<file path="config.mk">
export PLATFORM = sky130hd
export DESIGN_NAME = clock_switch
export DESIGN_NICKNAME = d
export VERILOG_FILES = /design/src/clock_switch_pkg.sv /design/src/clock_switch.sv
export SDC_FILE = /design/constraint.sdc
export NUM_CORES = 1
export LEC_CHECK = 0
export BUFFER_PORTS_ARGS = -buffer_cell sky130_fd_sc_hd__buf_2
export CAP_MARGIN = 25
export CORE_AREA = 5 5 134 136
export DETAILED_ROUTE_END_ITERATION = 10
export DIE_AREA = 0 0 139 141
export PLACE_DENSITY_LB_ADDON = 0.1
export REMOVE_ABC_BUFFERS = 1
export SLEW_MARGIN = 20
export SYNTH_ARGS = -nofsm -noshare
export SYNTH_HDL_FRONTEND = slang
export SYNTH_SLANG_ARGS = --single-unit
</file>
<file path="constraint.sdc">
create_clock -name sys_clk -period 2.7 [get_ports sys_clk]
set_input_delay 0.405 -clock sys_clk [delete_from_list [all_inputs] [get_ports sys_clk]]
set_output_delay 0.405 -clock sys_clk [all_outputs]
set_load 0.02 [all_outputs]
</file>
<file path="src/clock_switch_pkg.sv">
package clock_switch_pkg;

   // Register byte offsets on the APB
   localparam logic [7:0] OFF_OSC_CONTROL  = 8'h00;
   localparam logic [7:0] OFF_CLOCK_DIV    = 8'h04;
   localparam logic [7:0] OFF_PLL_FEEDBACK = 8'h08;
   localparam logic [7:0] OFF_RC_TUNING    = 8'h0C;
   localparam logic [7:0] OFF_AUX_CLOCK    = 8'h10;
   localparam logic [7:0] OFF_SOURCE_CFG   = 8'h14;
   localparam logic [7:0] OFF_OSC_CFG      = 8'h18;
   localparam logic [7:0] OFF_INT_STATUS   = 8'h1C;
   localparam logic [7:0] OFF_INT_MASK     = 8'h20;

   // Reset values and implemented-bit masks
   localparam logic [15:0] RST_OSC_CONTROL  = 16'h7700;
   localparam logic [15:0] RST_CLOCK_DIV    = 16'h3040;
   localparam logic [15:0] RST_PLL_FEEDBACK = 16'h0030;
   localparam logic [15:0] RST_RC_TUNING    = 16'h0000;
   localparam logic [15:0] RST_AUX_CLOCK    = 16'h0000;
   localparam logic [15:0] MSK_CLOCK_DIV    = 16'hFFDF;
   localparam logic [15:0] MSK_PLL_FEEDBACK = 16'h01FF;
   localparam logic [15:0] MSK_RC_TUNING    = 16'h003F;
   localparam logic [15:0] MSK_AUX_CLOCK    = 16'h3F80;

   // Unlock keys
   localparam logic [7:0] KEY_HI_FIRST  = 8'h78;
   localparam logic [7:0] KEY_HI_SECOND = 8'h9A;
   localparam logic [7:0] KEY_LO_FIRST  = 8'h46;
   localparam logic [7:0] KEY_LO_SECOND = 8'h57;

   // Control word and config word bit positions
   localparam int BIT_SWITCH_REQ  = 0;
   localparam int BIT_SEC_KEEP_ON = 1;
   localparam int BIT_FAIL_FLAG   = 3;
   localparam int BIT_PLL_LOCK    = 5;
   localparam int BIT_PIN_LOCK    = 6;
   localparam int BIT_SW_LOCKOUT  = 7;
   localparam int BIT_TWO_SPEED   = 7;
   localparam int BIT_ONE_WAY     = 5;

   // Source codes
   localparam logic [2:0] SRC_FAST_RC     = 3'h0;
   localparam logic [2:0] SRC_FAST_RC_PLL = 3'h1;
   localparam logic [2:0] SRC_PRIMARY     = 3'h2;
   localparam logic [2:0] SRC_PRIMARY_PLL = 3'h3;
   localparam logic [2:0] SRC_SECONDARY   = 3'h4;
   localparam logic [2:0] SRC_LOW_POWER   = 3'h5;

   // Cycle counts
   localparam logic [10:0] STARTUP_CYCLES  = 11'h400;
   localparam logic [2:0]  MUX_SEL_CYCLE   = 3'h1;
   localparam logic [2:0]  MUX_DONE_CYCLE  = 3'h3;
   localparam logic [2:0]  SYNC_SETTLE     = 3'h2;

   // Interrupt event bits
   localparam int EV_DONE      = 0;
   localparam int EV_ABORT     = 1;
   localparam int EV_LOCK_LOST = 2;
   localparam int EV_CLK_FAIL  = 3;

   typedef enum logic [2:0] {
      st_init, st_idle, st_start, st_wait, st_hold
   } switch_state_e;

   typedef enum logic [1:0] {
      unl_idle, unl_key1, unl_open
   } unlock_e;

endpackage : clock_switch_pkg

</file>
<file path="src/clock_switch.sv">
// Local design decisions: the APB slave port and the register offsets.
`timescale 1ns/1ps
// What this block does
// - A control byte accepts one write only right after its valid unlock
// - Absent new source: keep old clock, switch request stays set
// - PLL sources finish only after lock; lost lock clears lock flag
// - Clearing switch request aborts, resets start-up timer, stops PLL unless current source uses it
// - Abort anytime; a fresh request restarts and aborts the earlier one
// - Sleep during a switch aborts it, keeps old clock, clears request
// - Two-speed start: power up on fast RC, auto switch when ready
// - After two-speed switch fast RC stops unless fail monitor enabled
// - Two-speed start ignores the switching and monitor mode field
// - Current and next source fields readable; equal means complete
// - Unimplemented bits read zero; reset values fixed in hex
// - Control reset depends on initial source and reset type
// - Success clears request, copies next to current, drops old source
// - Request for the current source is redundant and cleared
// - Mode 1x disables all, 01 switching only, 00 both
module clock_switch
   import clock_switch_pkg::*;
(
   input  wire logic        sys_clk,
   input  wire logic        resetn,
   input  wire logic        psel,
   input  wire logic        penable,
   input  wire logic        pwrite,
   input  wire logic [7:0]  paddr,
   input  wire logic [31:0] pwdata,
   input  wire logic [3:0]  pstrb,
   output logic      [31:0] prdata,
   output logic             pready,
   output logic             pslverr,
   input  wire logic [15:0] source_config_word,
   input  wire logic [15:0] osc_config_word,
   input  wire logic        power_on,
   input  wire logic [7:0]  osc_ready,
   input  wire logic        pll_lock,
   input  wire logic        clock_fail,
   input  wire logic        sleep_entry,
   output logic      [7:0]  src_enable,
   output logic             pll_enable,
   output logic             startup_run,
   output logic      [2:0]  clk_sel,
   output logic             mux_hold,
   output logic             sleep_ack,
   output logic             pin_map_lock,
   output logic      [15:0] div_ctrl,
   output logic      [15:0] pll_fb_div,
   output logic      [15:0] rc_tune,
   output logic      [15:0] aux_ctrl,
   output logic             irq
);

   typedef struct packed {
      switch_state_e state;
      unlock_e       unl_hi;
      unlock_e       unl_lo;
      logic [2:0]    current_source_sel;
      logic [2:0]    next_source_sel;
      logic          switch_request;
      logic          switch_lockout;
      logic          pin_lock;
      logic          lock_flag;
      logic          clock_fail_flag;
      logic          sec_keep_on;
      logic [15:0]   clock_divider_reg;
      logic [15:0]   pllfb;
      logic [15:0]   tune;
      logic [15:0]   aux;
      logic [3:0]    int_stat;
      logic [3:0]    int_mask;
      logic [10:0]   startup_cnt;
      logic [2:0]    hold_cnt;
      logic [7:0]    rdy_s1;
      logic [7:0]    rdy_s2;
      logic          lock_s1;
      logic          lock_s2;
      logic [15:0]   cfg_sel_s1;
      logic [15:0]   cfg_sel_s2;
      logic [15:0]   cfg_osc_s1;
      logic [15:0]   cfg_osc_s2;
      logic [7:0]    src_en;
      logic          pll_en;
      logic          startup_run;
      logic [2:0]    clk_sel;
      logic          mux_hold;
      logic          sleep_ack;
      logic          irq;
      logic [31:0]   prdata;
      logic          pready;
      logic          pslverr;
   } state_s;

   state_s r_reg;
   state_s r_next;

   function automatic logic [15:0] wr16(input logic [15:0] old,
                                        input logic [15:0] data,
                                        input logic [1:0]  strb,
                                        input logic [15:0] mask);
      logic [15:0] v;
      v = old;
      if (strb[0]) begin
         v[7:0] = data[7:0];
      end
      if (strb[1]) begin
         v[15:8] = data[15:8];
      end
      return v & mask;
   endfunction : wr16

   function automatic logic uses_pll(input logic [2:0] src);
      return (src == SRC_FAST_RC_PLL) || (src == SRC_PRIMARY_PLL);
   endfunction : uses_pll

   function automatic logic crystal(input logic [2:0] src);
      return (src == SRC_PRIMARY) || (src == SRC_PRIMARY_PLL) ||
             (src == SRC_SECONDARY);
   endfunction : crystal

   logic        access;
   logic        wr;
   logic        hi_wr;
   logic        lo_wr;
   logic        hi_take;
   logic        lo_take;
   logic [1:0]  mode;
   logic        switch_en;
   logic        monitor_en;
   logic        sw_allowed;
   logic        new_ready;
   logic [3:0]  ev;
   logic [3:0]  clr;
   logic [7:0]  need;
   logic [15:0] osc_word;

   always_comb begin
      r_next = r_reg;
      ev = 4'h0;
      clr = 4'h0;
      need = 8'h00;
      // Ready, lock and config inputs pass two flops before use
      r_next.rdy_s1 = osc_ready;
      r_next.rdy_s2 = r_reg.rdy_s1;
      r_next.lock_s1 = pll_lock;
      r_next.lock_s2 = r_reg.lock_s1;
      r_next.cfg_sel_s1 = source_config_word;
      r_next.cfg_sel_s2 = r_reg.cfg_sel_s1;
      r_next.cfg_osc_s1 = osc_config_word;
      r_next.cfg_osc_s2 = r_reg.cfg_osc_s1;

      mode = r_reg.cfg_osc_s2[7:6];
      switch_en = !mode[1];
      monitor_en = (mode == 2'b00);
      sw_allowed = switch_en && !(r_reg.switch_lockout && mode == 2'b01);

      access = psel && penable && r_reg.pready;
      wr = access && pwrite;
      hi_wr = wr && (paddr == OFF_OSC_CONTROL) && pstrb[1];
      lo_wr = wr && (paddr == OFF_OSC_CONTROL) && pstrb[0];
      hi_take = hi_wr && (r_reg.unl_hi == unl_open);
      lo_take = lo_wr && (r_reg.unl_lo == unl_open);

      // Any other access in between closes the window
      if (access) begin
         r_next.unl_hi = unl_idle;
         r_next.unl_lo = unl_idle;
         if (hi_wr && pwdata[15:8] == KEY_HI_FIRST) begin
            r_next.unl_hi = unl_key1;
         end else if (hi_wr && r_reg.unl_hi == unl_key1 &&
                      pwdata[15:8] == KEY_HI_SECOND) begin
            r_next.unl_hi = unl_open;
         end
         if (lo_wr && pwdata[7:0] == KEY_LO_FIRST) begin
            r_next.unl_lo = unl_key1;
         end else if (lo_wr && r_reg.unl_lo == unl_key1 &&
                      pwdata[7:0] == KEY_LO_SECOND) begin
            r_next.unl_lo = unl_open;
         end
      end

      if (hi_take && sw_allowed) begin
         r_next.next_source_sel = pwdata[10:8];
      end
      if (lo_take) begin
         r_next.sec_keep_on = pwdata[BIT_SEC_KEEP_ON];
         r_next.switch_lockout = r_reg.switch_lockout |
                                 pwdata[BIT_SW_LOCKOUT];
         if (!(r_reg.cfg_osc_s2[BIT_ONE_WAY] && r_reg.pin_lock)) begin
            r_next.pin_lock = pwdata[BIT_PIN_LOCK];
         end
         r_next.clock_fail_flag = r_reg.clock_fail_flag &
                                  pwdata[BIT_FAIL_FLAG];
      end

      // Other control registers, byte lanes honoured
      if (wr && paddr == OFF_CLOCK_DIV) begin
         r_next.clock_divider_reg = wr16(r_reg.clock_divider_reg,
                                         pwdata[15:0], pstrb[1:0],
                                         MSK_CLOCK_DIV);
      end
      if (wr && paddr == OFF_PLL_FEEDBACK) begin
         r_next.pllfb = wr16(r_reg.pllfb, pwdata[15:0], pstrb[1:0],
                             MSK_PLL_FEEDBACK);
      end
      if (wr && paddr == OFF_RC_TUNING) begin
         r_next.tune = wr16(r_reg.tune, pwdata[15:0], pstrb[1:0],
                            MSK_RC_TUNING);
      end
      if (wr && paddr == OFF_AUX_CLOCK) begin
         r_next.aux = wr16(r_reg.aux, pwdata[15:0], pstrb[1:0],
                           MSK_AUX_CLOCK);
      end
      if (wr && paddr == OFF_INT_MASK && pstrb[0]) begin
         r_next.int_mask = pwdata[3:0];
      end
      if (wr && paddr == OFF_INT_STATUS && pstrb[0]) begin
         clr = pwdata[3:0];
      end

      // Lock flag follows the synchronised lock while the PLL runs
      r_next.lock_flag = r_reg.lock_s2 && r_reg.pll_en;
      if (r_reg.lock_flag && !r_reg.lock_s2 && r_reg.pll_en) begin
         ev[EV_LOCK_LOST] = 1'b1;
      end
      new_ready = r_reg.rdy_s2[r_reg.next_source_sel] &&
                  (!crystal(r_reg.next_source_sel) ||
                   r_reg.startup_cnt == STARTUP_CYCLES) &&
                  (!uses_pll(r_reg.next_source_sel) ||
                   r_reg.lock_flag);

      unique case (r_reg.state)
         st_init: begin
            // Wait for the strap synchronisers to fill
            r_next.hold_cnt = r_reg.hold_cnt + 3'h1;
            if (r_reg.hold_cnt == SYNC_SETTLE) begin
               r_next.hold_cnt = 3'h0;
               r_next.current_source_sel = r_reg.cfg_sel_s2[2:0];
               r_next.next_source_sel = r_reg.cfg_sel_s2[2:0];
               r_next.clk_sel = r_reg.cfg_sel_s2[2:0];
               r_next.state = st_idle;
               // Mode field not consulted here on purpose
               if (power_on && r_reg.cfg_sel_s2[BIT_TWO_SPEED] &&
                   r_reg.cfg_sel_s2[2:0] != SRC_FAST_RC) begin
                  r_next.current_source_sel = SRC_FAST_RC;
                  r_next.clk_sel = SRC_FAST_RC;
                  r_next.switch_request = 1'b1;
                  r_next.state = st_start;
               end
            end
         end
         st_idle: begin
         end
         st_start: begin
            r_next.startup_cnt = 11'h000;
            if (r_reg.next_source_sel == r_reg.current_source_sel) begin
               r_next.switch_request = 1'b0;
               r_next.state = st_idle;
            end else begin
               r_next.lock_flag = 1'b0;
               r_next.clock_fail_flag = 1'b0;
               r_next.state = st_wait;
            end
         end
         st_wait: begin
            // Start-up timer counts only once the crystal oscillates
            if (crystal(r_reg.next_source_sel) &&
                r_reg.rdy_s2[r_reg.next_source_sel] &&
                r_reg.startup_cnt != STARTUP_CYCLES) begin
               r_next.startup_cnt = r_reg.startup_cnt + 11'h001;
            end
            // A source that never comes up leaves us here
            if (new_ready) begin
               r_next.mux_hold = 1'b1;
               r_next.hold_cnt = 3'h0;
               r_next.state = st_hold;
            end
         end
         st_hold: begin
            r_next.hold_cnt = r_reg.hold_cnt + 3'h1;
            if (r_reg.hold_cnt == MUX_SEL_CYCLE) begin
               r_next.clk_sel = r_reg.next_source_sel;
            end
            if (r_reg.hold_cnt == MUX_DONE_CYCLE) begin
               r_next.mux_hold = 1'b0;
               r_next.current_source_sel = r_reg.next_source_sel;
               r_next.switch_request = 1'b0;
               r_next.startup_cnt = 11'h000;
               r_next.state = st_idle;
               ev[EV_DONE] = 1'b1;
            end
         end
      endcase

      // Software abort, restart and sleep take priority over the sequence
      if (r_reg.state != st_init) begin
         if (lo_take && !pwdata[BIT_SWITCH_REQ] && r_reg.switch_request) begin
            r_next.switch_request = 1'b0;
            r_next.startup_cnt = 11'h000;
            r_next.clk_sel = r_reg.current_source_sel;
            r_next.mux_hold = 1'b0;
            r_next.state = st_idle;
            ev[EV_ABORT] = 1'b1;
         end else if (lo_take && pwdata[BIT_SWITCH_REQ] && sw_allowed) begin
            r_next.switch_request = 1'b1;
            r_next.clk_sel = r_reg.current_source_sel;
            r_next.mux_hold = 1'b0;
            r_next.state = st_start;
            if (r_reg.switch_request) begin
               ev[EV_ABORT] = 1'b1;
            end
         end
         if (sleep_entry && r_reg.switch_request) begin
            r_next.switch_request = 1'b0;
            r_next.next_source_sel = r_reg.current_source_sel;
            r_next.clk_sel = r_reg.current_source_sel;
            r_next.mux_hold = 1'b0;
            r_next.startup_cnt = 11'h000;
            r_next.state = st_idle;
            ev[EV_ABORT] = 1'b1;
         end
      end
      // Power-save proceeds one cycle later in any case
      r_next.sleep_ack = sleep_entry;

      // Fail flag: detector event beats a software clear
      if (clock_fail) begin
         r_next.clock_fail_flag = 1'b1;
         ev[EV_CLK_FAIL] = 1'b1;
      end

      // Oscillator enables: current, target while pending, and keepers
      if (r_next.state != st_init) begin
         need[r_next.current_source_sel] = 1'b1;
         if (r_next.switch_request) begin
            need[r_next.next_source_sel] = 1'b1;
         end
      end
      if (monitor_en) begin
         need[SRC_FAST_RC] = 1'b1;
         need[SRC_LOW_POWER] = 1'b1;
      end
      if (r_next.sec_keep_on) begin
         need[SRC_SECONDARY] = 1'b1;
      end
      r_next.src_en = need;
      r_next.pll_en = (r_next.state != st_init) &&
                      (uses_pll(r_next.current_source_sel) ||
                       (r_next.switch_request &&
                        uses_pll(r_next.next_source_sel)));
      r_next.startup_run = (r_next.state == st_wait) &&
                           crystal(r_next.next_source_sel);

      // Sticky events; a new event beats the clear
      r_next.int_stat = (r_reg.int_stat & ~clr) | ev;
      r_next.irq = |(r_next.int_stat & r_next.int_mask);

      // APB: data prepared in setup, ready in the access cycle
      osc_word = {1'b0, r_reg.current_source_sel, 1'b0,
                  r_reg.next_source_sel,
                  r_reg.switch_lockout, r_reg.pin_lock, r_reg.lock_flag,
                  1'b0, r_reg.clock_fail_flag, 1'b0, r_reg.sec_keep_on,
                  r_reg.switch_request};
      r_next.pready = psel && !penable && !r_reg.pready;
      // Error stands only beside its one ready cycle
      r_next.pslverr = 1'b0;
      if (psel && !penable) begin
         r_next.prdata = 32'h0000_0000;
         r_next.pslverr = 1'b0;
         unique case (paddr)
            OFF_OSC_CONTROL:  r_next.prdata[15:0] = osc_word;
            OFF_CLOCK_DIV:    r_next.prdata[15:0] = r_reg.clock_divider_reg;
            OFF_PLL_FEEDBACK: r_next.prdata[15:0] = r_reg.pllfb;
            OFF_RC_TUNING:    r_next.prdata[15:0] = r_reg.tune;
            OFF_AUX_CLOCK:    r_next.prdata[15:0] = r_reg.aux;
            OFF_SOURCE_CFG:   r_next.prdata[15:0] = r_reg.cfg_sel_s2;
            OFF_OSC_CFG:      r_next.prdata[15:0] = r_reg.cfg_osc_s2;
            OFF_INT_STATUS:   r_next.prdata[3:0] = r_reg.int_stat;
            OFF_INT_MASK:     r_next.prdata[3:0] = r_reg.int_mask;
            default:          r_next.pslverr = 1'b1;
         endcase
      end
   end

   always_ff @(posedge sys_clk or negedge resetn) begin
      if (!resetn) begin
         r_reg <= '0;
         r_reg.state <= st_init;
         r_reg.current_source_sel <= RST_OSC_CONTROL[14:12];
         r_reg.next_source_sel <= RST_OSC_CONTROL[10:8];
         r_reg.clk_sel <= RST_OSC_CONTROL[14:12];
         r_reg.clock_divider_reg <= RST_CLOCK_DIV;
         r_reg.pllfb <= RST_PLL_FEEDBACK;
         r_reg.tune <= RST_RC_TUNING;
         r_reg.aux <= RST_AUX_CLOCK;
      end else begin
         r_reg <= r_next;
      end
   end

   assign prdata       = r_reg.prdata;
   assign pready       = r_reg.pready;
   assign pslverr      = r_reg.pslverr;
   assign src_enable   = r_reg.src_en;
   assign pll_enable   = r_reg.pll_en;
   assign startup_run  = r_reg.startup_run;
   assign clk_sel      = r_reg.clk_sel;
   assign mux_hold     = r_reg.mux_hold;
   assign sleep_ack    = r_reg.sleep_ack;
   assign pin_map_lock = r_reg.pin_lock;
   assign div_ctrl     = r_reg.clock_divider_reg;
   assign pll_fb_div   = r_reg.pllfb;
   assign rc_tune      = r_reg.tune;
   assign aux_ctrl     = r_reg.aux;
   assign irq          = r_reg.irq;

endmodule : clock_switch

</file>
Word-level counts from Yosys, hierarchy flattened:

Index checks and enable logic that the tools add are counted.

* mux-type cells: 77
* add/subtract/negate cells: 2
* $lt $le $gt $ge: 5
* equal/unequal tests: 38
* bitwise gates (word level): 8
* reductions and logical operators: 83

Operator list (count)
* one-hot mux 12 bit (7 select lines): 1
* two-way mux 11 bit: 5
* logical AND 1 bit: 47
* two-way mux 3 bit: 15
* one-hot mux 11 bit (3 select lines): 1
* equality test 8 x 5 -> 1 bit (second input constant): 4
* two-way mux 4 bit: 8
* one-hot mux 4 bit (8 select lines): 1
* equality test 3 x 2 -> 1 bit (second input constant): 10
* two-way mux 1 bit: 25
* equality test 8 x 7 -> 1 bit (second input constant): 3
* two-way mux 2 bit: 9
* AND reduction 2 bit: 9
* equality test 8 x 4 -> 1 bit (second input constant): 2
* two-way mux 8 bit: 2
* equality test 3 x 1 -> 1 bit (second input constant): 4
* less-than comparator 3 x 4 -> 1 bit (second input constant): 3
* one-hot mux 3 bit (2 select lines): 2
* one-hot mux 3 bit (4 select lines): 1
* nonzero test 3 bit: 4
* adder 11 x 1 -> 11 bit (second input constant): 1
* equality test 11 bit (second input constant): 1
* != test 11 bit (second input constant): 1
* logical OR 1 bit: 10
* other kinds (29): 44

* bits of input ports: 93
* word-level logic and storage cells: 253
* output and inout port bits: 115
* flip-flop bits (word level): 194

Longest topological paths before layout:

* word-level depth: 22
* mapped depth: 9
* gate-level depth less buffers: 9

Least setup slack after synthesis:

No wires, ideal clock.

* kind: input-to-reg
* start: input port paddr[1]
* end: register r_reg, in the netlist src_enable[5]
* slack: 0.145 ns
* data required time: 2.574 ns
* stages on the path: 8
* arrival: 2.429 ns
* buffers on the path: 2
* setup time: 0.126 ns
* cells stage by stage: or4_1 > buf_4 > or4_4 > buf_6 > o21ai_4 > a21oi_4 > and2_1 > a221o_1

RTL lines
* start, declared: RTL line clock_switch.sv:27 `input wire logic [7:0] paddr,`
* end signal, assigned: RTL line clock_switch.sv:397 `r_reg <= r_next;`
* end, declared: RTL line clock_switch.sv:94 `state_s r_reg;`

Final worst setup path:

* start: register r_reg[234] (netlist bit)
* end: register r_reg, in the netlist src_enable[5]

* cells in the longest elaborated chain, start to end: 12
* elaborated cells between the ends (all ways): 35
* those cells by class: 4 x order compare; 3 x eq/ne; 22 x mux; 1 x bitwise; 5 x reduce/logical

Ends and longest elaborated chain
* zero test 3 bit: RTL line clock_switch.sv:232 `unique case (r_reg.state)`
* two-way mux 3 bit: RTL line clock_switch.sv:232
* two-way mux 4 bit: RTL line clock_switch.sv:313 `if (sleep_entry && r_reg.switch_request) begin`
* two-way mux 4 bit: RTL line clock_switch.sv:296 `if (r_reg.state != st_init) begin`
* less-than comparator 3 x 4 -> 1 bit (not written as such) / greater-or-equal comparator 3 x 1 -> 1 bit (equally long branches): RTL line clock_switch.sv:336 `need[r_next.next_source_sel] = 1'b1;`
* logical AND 1 bit (not written as such): RTL line clock_switch.sv:336
* two-way mux 1 bit (not written as such): RTL line clock_switch.sv:336
* demux 1 bit (select 3 bit): RTL line clock_switch.sv:336
* OR 8 bit (no line)
* two-way mux 8 bit: RTL line clock_switch.sv:335 `if (r_next.switch_request) begin`
* two-way mux 8 bit (*): RTL line clock_switch.sv:333 `if (r_next.state != st_init) begin`
* two-way mux 1 bit (*): RTL line clock_switch.sv:339 `if (monitor_en) begin`
* net need[5]: RTL line clock_switch.sv:134 `logic [7:0] need;`

Mark *: on every way through the listed nets, which the timed path passes. The rest lies on a longest branch.
A chain may end at the register's enable or synchronous reset.

==> qor.yml <==
run_status:
  status: "finished, final reports clean"
routing:
  drc: 0
  wl_per_cell_um: 19.8
  drt_first_pass_iters: 6
  drt_iter0_drc: 508
  avgViaCountPerCell: 5.60
  num_vias: 6274
  routed_wl_um: 22200
  ant_nets: 0
die:
  die_w_um: 139
  start_util: 0.525
  die_area_mm2: 0.0196
  row_count: 48
  die_height_um: 141
  core_mm2: 0.0168
  ios: 208
global_route:
  grt_antenna_before_repair: 1
  grt_first_pass_wirelength_um: 35200
  grt_use_total: 0.228
  overflow: 0
  grt_pass1_vias: 6610
  grt_max_degree: 81
sta:
  slew_headroom: 0.553
  finalCriticalPeriod_ns: 2.53
  skew_ns: 0.0251
  hold_viol: 0
  setup_ws_ns: 0.175
  maxSlewViolCount: 0
  setup_violations: 0
  tightest_slew_ns: 0.670
  post-route-period-util: 0.935
  rsz0062_at_grt: "false"
  holdWs_ns: 0.00609
  fmax_mhz: 396
setup_path:
  worst_path_max_delay_cell: "or3_1"
  path_class: "flop to flop"
  cp_num_buf_inv: 0
  slowest_delay_ns: 0.56
  critPathTopFamily: "simple AND/OR/NAND/NOR gates"
  worstPathMaxFanout: 12
  crit_chain: "or3_1 > nor2_1 > a211o_1 > a32o_1 > nor3_1 > a221o_1"
  endpoint_kind: "flop"
  crit_arrival_ns: 2.84
  cp-start-kind: "flop"
  crit_required_ns: 3.01
  rrSetupSlack_ns: 0.17
clocking:
  clk_pin_slew_ns: 0.07
  post_cts_buffers: 0
  clock_latency_ns: 0.44
  cts-resized-gates: 0
  cts_root_buffer: "clkbuf_16"
  cts_tree: "done"
  htreeDepth: 4
  clkSinkCount: 194
  hold_buffers: 0
  clk_path_buf_depth: 2
  cts_made_buffers: 17
final_layout:
  layout-drive-gt1-share: 0.358
  layout.nets: 982
  area_growth_pct: 15.1
  largest_reg_flops: 68
  fin_area_mm2: 0.0102
  finalNonFillerCells: 1121
  antenna_cells: 0
  finalCoreUtilization: 0.604
  nFillCells: 1397
synth:
  ys_ff_latch: 194
  yosysSeqAreaShare: 0.552
  async_reset_ff_frac: 1.00
  netlist-cell-type-count: 73
  synth_flop_cell: "dfrtp_1"
  synth_edf_count: 0
  synthCells: 757
  ys_warn_count: 0
  syn_area_mm2: 0.00883
  synth_area_per_cell_um2: 11.7
place:
  port_buffers: 146
  place_inst: 1089
  post_dp_cell_area_mm2: 0.00954
  post-place-ws_ns: -0.0690
  dp_hpwl_um: 16500
  gp_congestion: 0.872
power_and_ir_drop:
  pwr-share-comb: 0.059
  p_leak_nw: 4.78
  pwr-share-seq: 0.511
  p_per_area_mw_per_mm2: 585
  swShare: 0.254
  intPower_mw: 4.44
  clkPwrFrac: 0.431
  p_switching_mw: 1.51
  vdd_drop_max_v: 0.000462
job:
  cap_viol_max_count: 0
worst_hold_path:
  hp-class: "input port to asynchronous set/reset pin"
==> area by class of cell <==
| class | instances | area, µm² | share of cell area |
|---|---|---|---|
| sequential | 194 | 4870 | 0.479 |
| inverter | 12 | 45.0 | 0.00443 |
| tap | 225 | 282 | 0.0277 |
| multi-input combinational | 453 | 3130 | 0.308 |
| clock inverter | 15 | 190 | 0.0187 |
| timing repair buffer | 205 | 1220 | 0.120 |
| clock buffer | 17 | 425 | 0.0419 |
==> per-layer routing <==
| layer | up-vias | wire [µm] | track usage |
|---|---|---|---|
| met2 | 313 | 10500 | 0.366 |
| met3 | 37 | 1840 | 0.0580 |
| met5 | - | 11 | 0 |
| met1 | 3066 | 9310 | 0.305 |
| met4 | 2 | 499 | 0.0788 |
| li1 | 2856 | - | - |
==> cells by family after synthesis <==
logic type                 after synthesis  share of synthesized area
buffers and inverters                  152                      0.113
AOI/OAI and AO/OA                      155                      0.133
xor gates and xnor gates                 3                    0.00298
other                                    1                   0.000425
adders and majority gates                6                    0.00850
DFF                                    194                      0.552
and+or+nand+nor                        200                      0.130
muxes                                   46                     0.0611
==> cells in the final DEF, fill, tap and decap left out, types with 6 or more instances in the layout <==
| cell type | instances |
|---|---|
| nand4b_1 | 13 |
| or3_1 | 7 |
| a222oi_1 | 17 |
| mux2_2 | 43 |
| o21ai_0 | 20 |
| a21oi_1 | 23 |
| clkbuf_16 | 17 |
| a211o_1 | 6 |
| a31oi_1 | 19 |
| nor2_1 | 40 |
| nor3_1 | 11 |
| a22oi_1 | 13 |
| and2_1 | 7 |
| buf_2 | 145 |
| nand2b_1 | 8 |
| dfrtp_1 | 180 |
| inv_1 | 12 |
| nand2_1 | 54 |
| conb_1 | 43 |
| nor2b_1 | 9 |
| nand3_1 | 7 |
| buf_4 | 56 |
| ha_1 | 6 |
| dfstp_2 | 14 |
==> through the flow <==
step                      total power [mW]  TNS [ns]
after floorplan                       3.22         0
after global placement                3.44   -0.0460
after detailed placement              3.44    -0.169
after CTS                             6.01         0
after global routing                  6.16         0
final                                 5.95         0
==> path summary, 6_finish.rpt <==
check,end,from,depth (start not counted)
worst max-delay path,src_enable[5],r_reg[234],6
worst min-delay path,r_next[60],resetn,1
worst max register to register,src_enable[5],r_reg[234],6
worst min register to register,mode[0],r_next[56],0
max in group asynchronous,osc_word[10],resetn,2
min in group sys_clk,r_next[114],pll_lock,1
==> power by group through the flow <==
stage               registers, mW  clock network (mW)  logic [mW]
finish                       3.04                2.56       0.348
global route                 3.05                2.73       0.384
CTS                          3.04                2.62       0.352
floorplan                    3.11                   0       0.109
global placement             3.09                   0       0.343
detailed placement           3.09                   0       0.350
==> cells in the mapped netlist, types with 5 or more instances <==
library cell	count	area share
dfrtp_1	180	0.51
buf_4	108	0.092
nand2_1	54	0.023
mux2_2	43	0.055
nor2_1	40	0.017
a21oi_1	23	0.013
clkbuf_1	23	0.0098
o21ai_0	20	0.011
a31oi_1	19	0.013
a222oi_1	17	0.019
dfstp_2	14	0.042
a22oi_1	13	0.011
nand4b_1	13	0.013
inv_1	12	0.0051
nor3_1	11	0.0062
nor2b_1	10	0.0071
nand2b_1	8	0.0057
and2_1	7	0.0050
nand3_1	7	0.0040
or3_1	7	0.0050
a211o_1	6	0.0060
ha_1	6	0.0085
a21o_1	5	0.0043
nand4_1	5	0.0035
nor4b_1	5	0.0050
No activity file was read; power rests on OpenSTA's default activity.
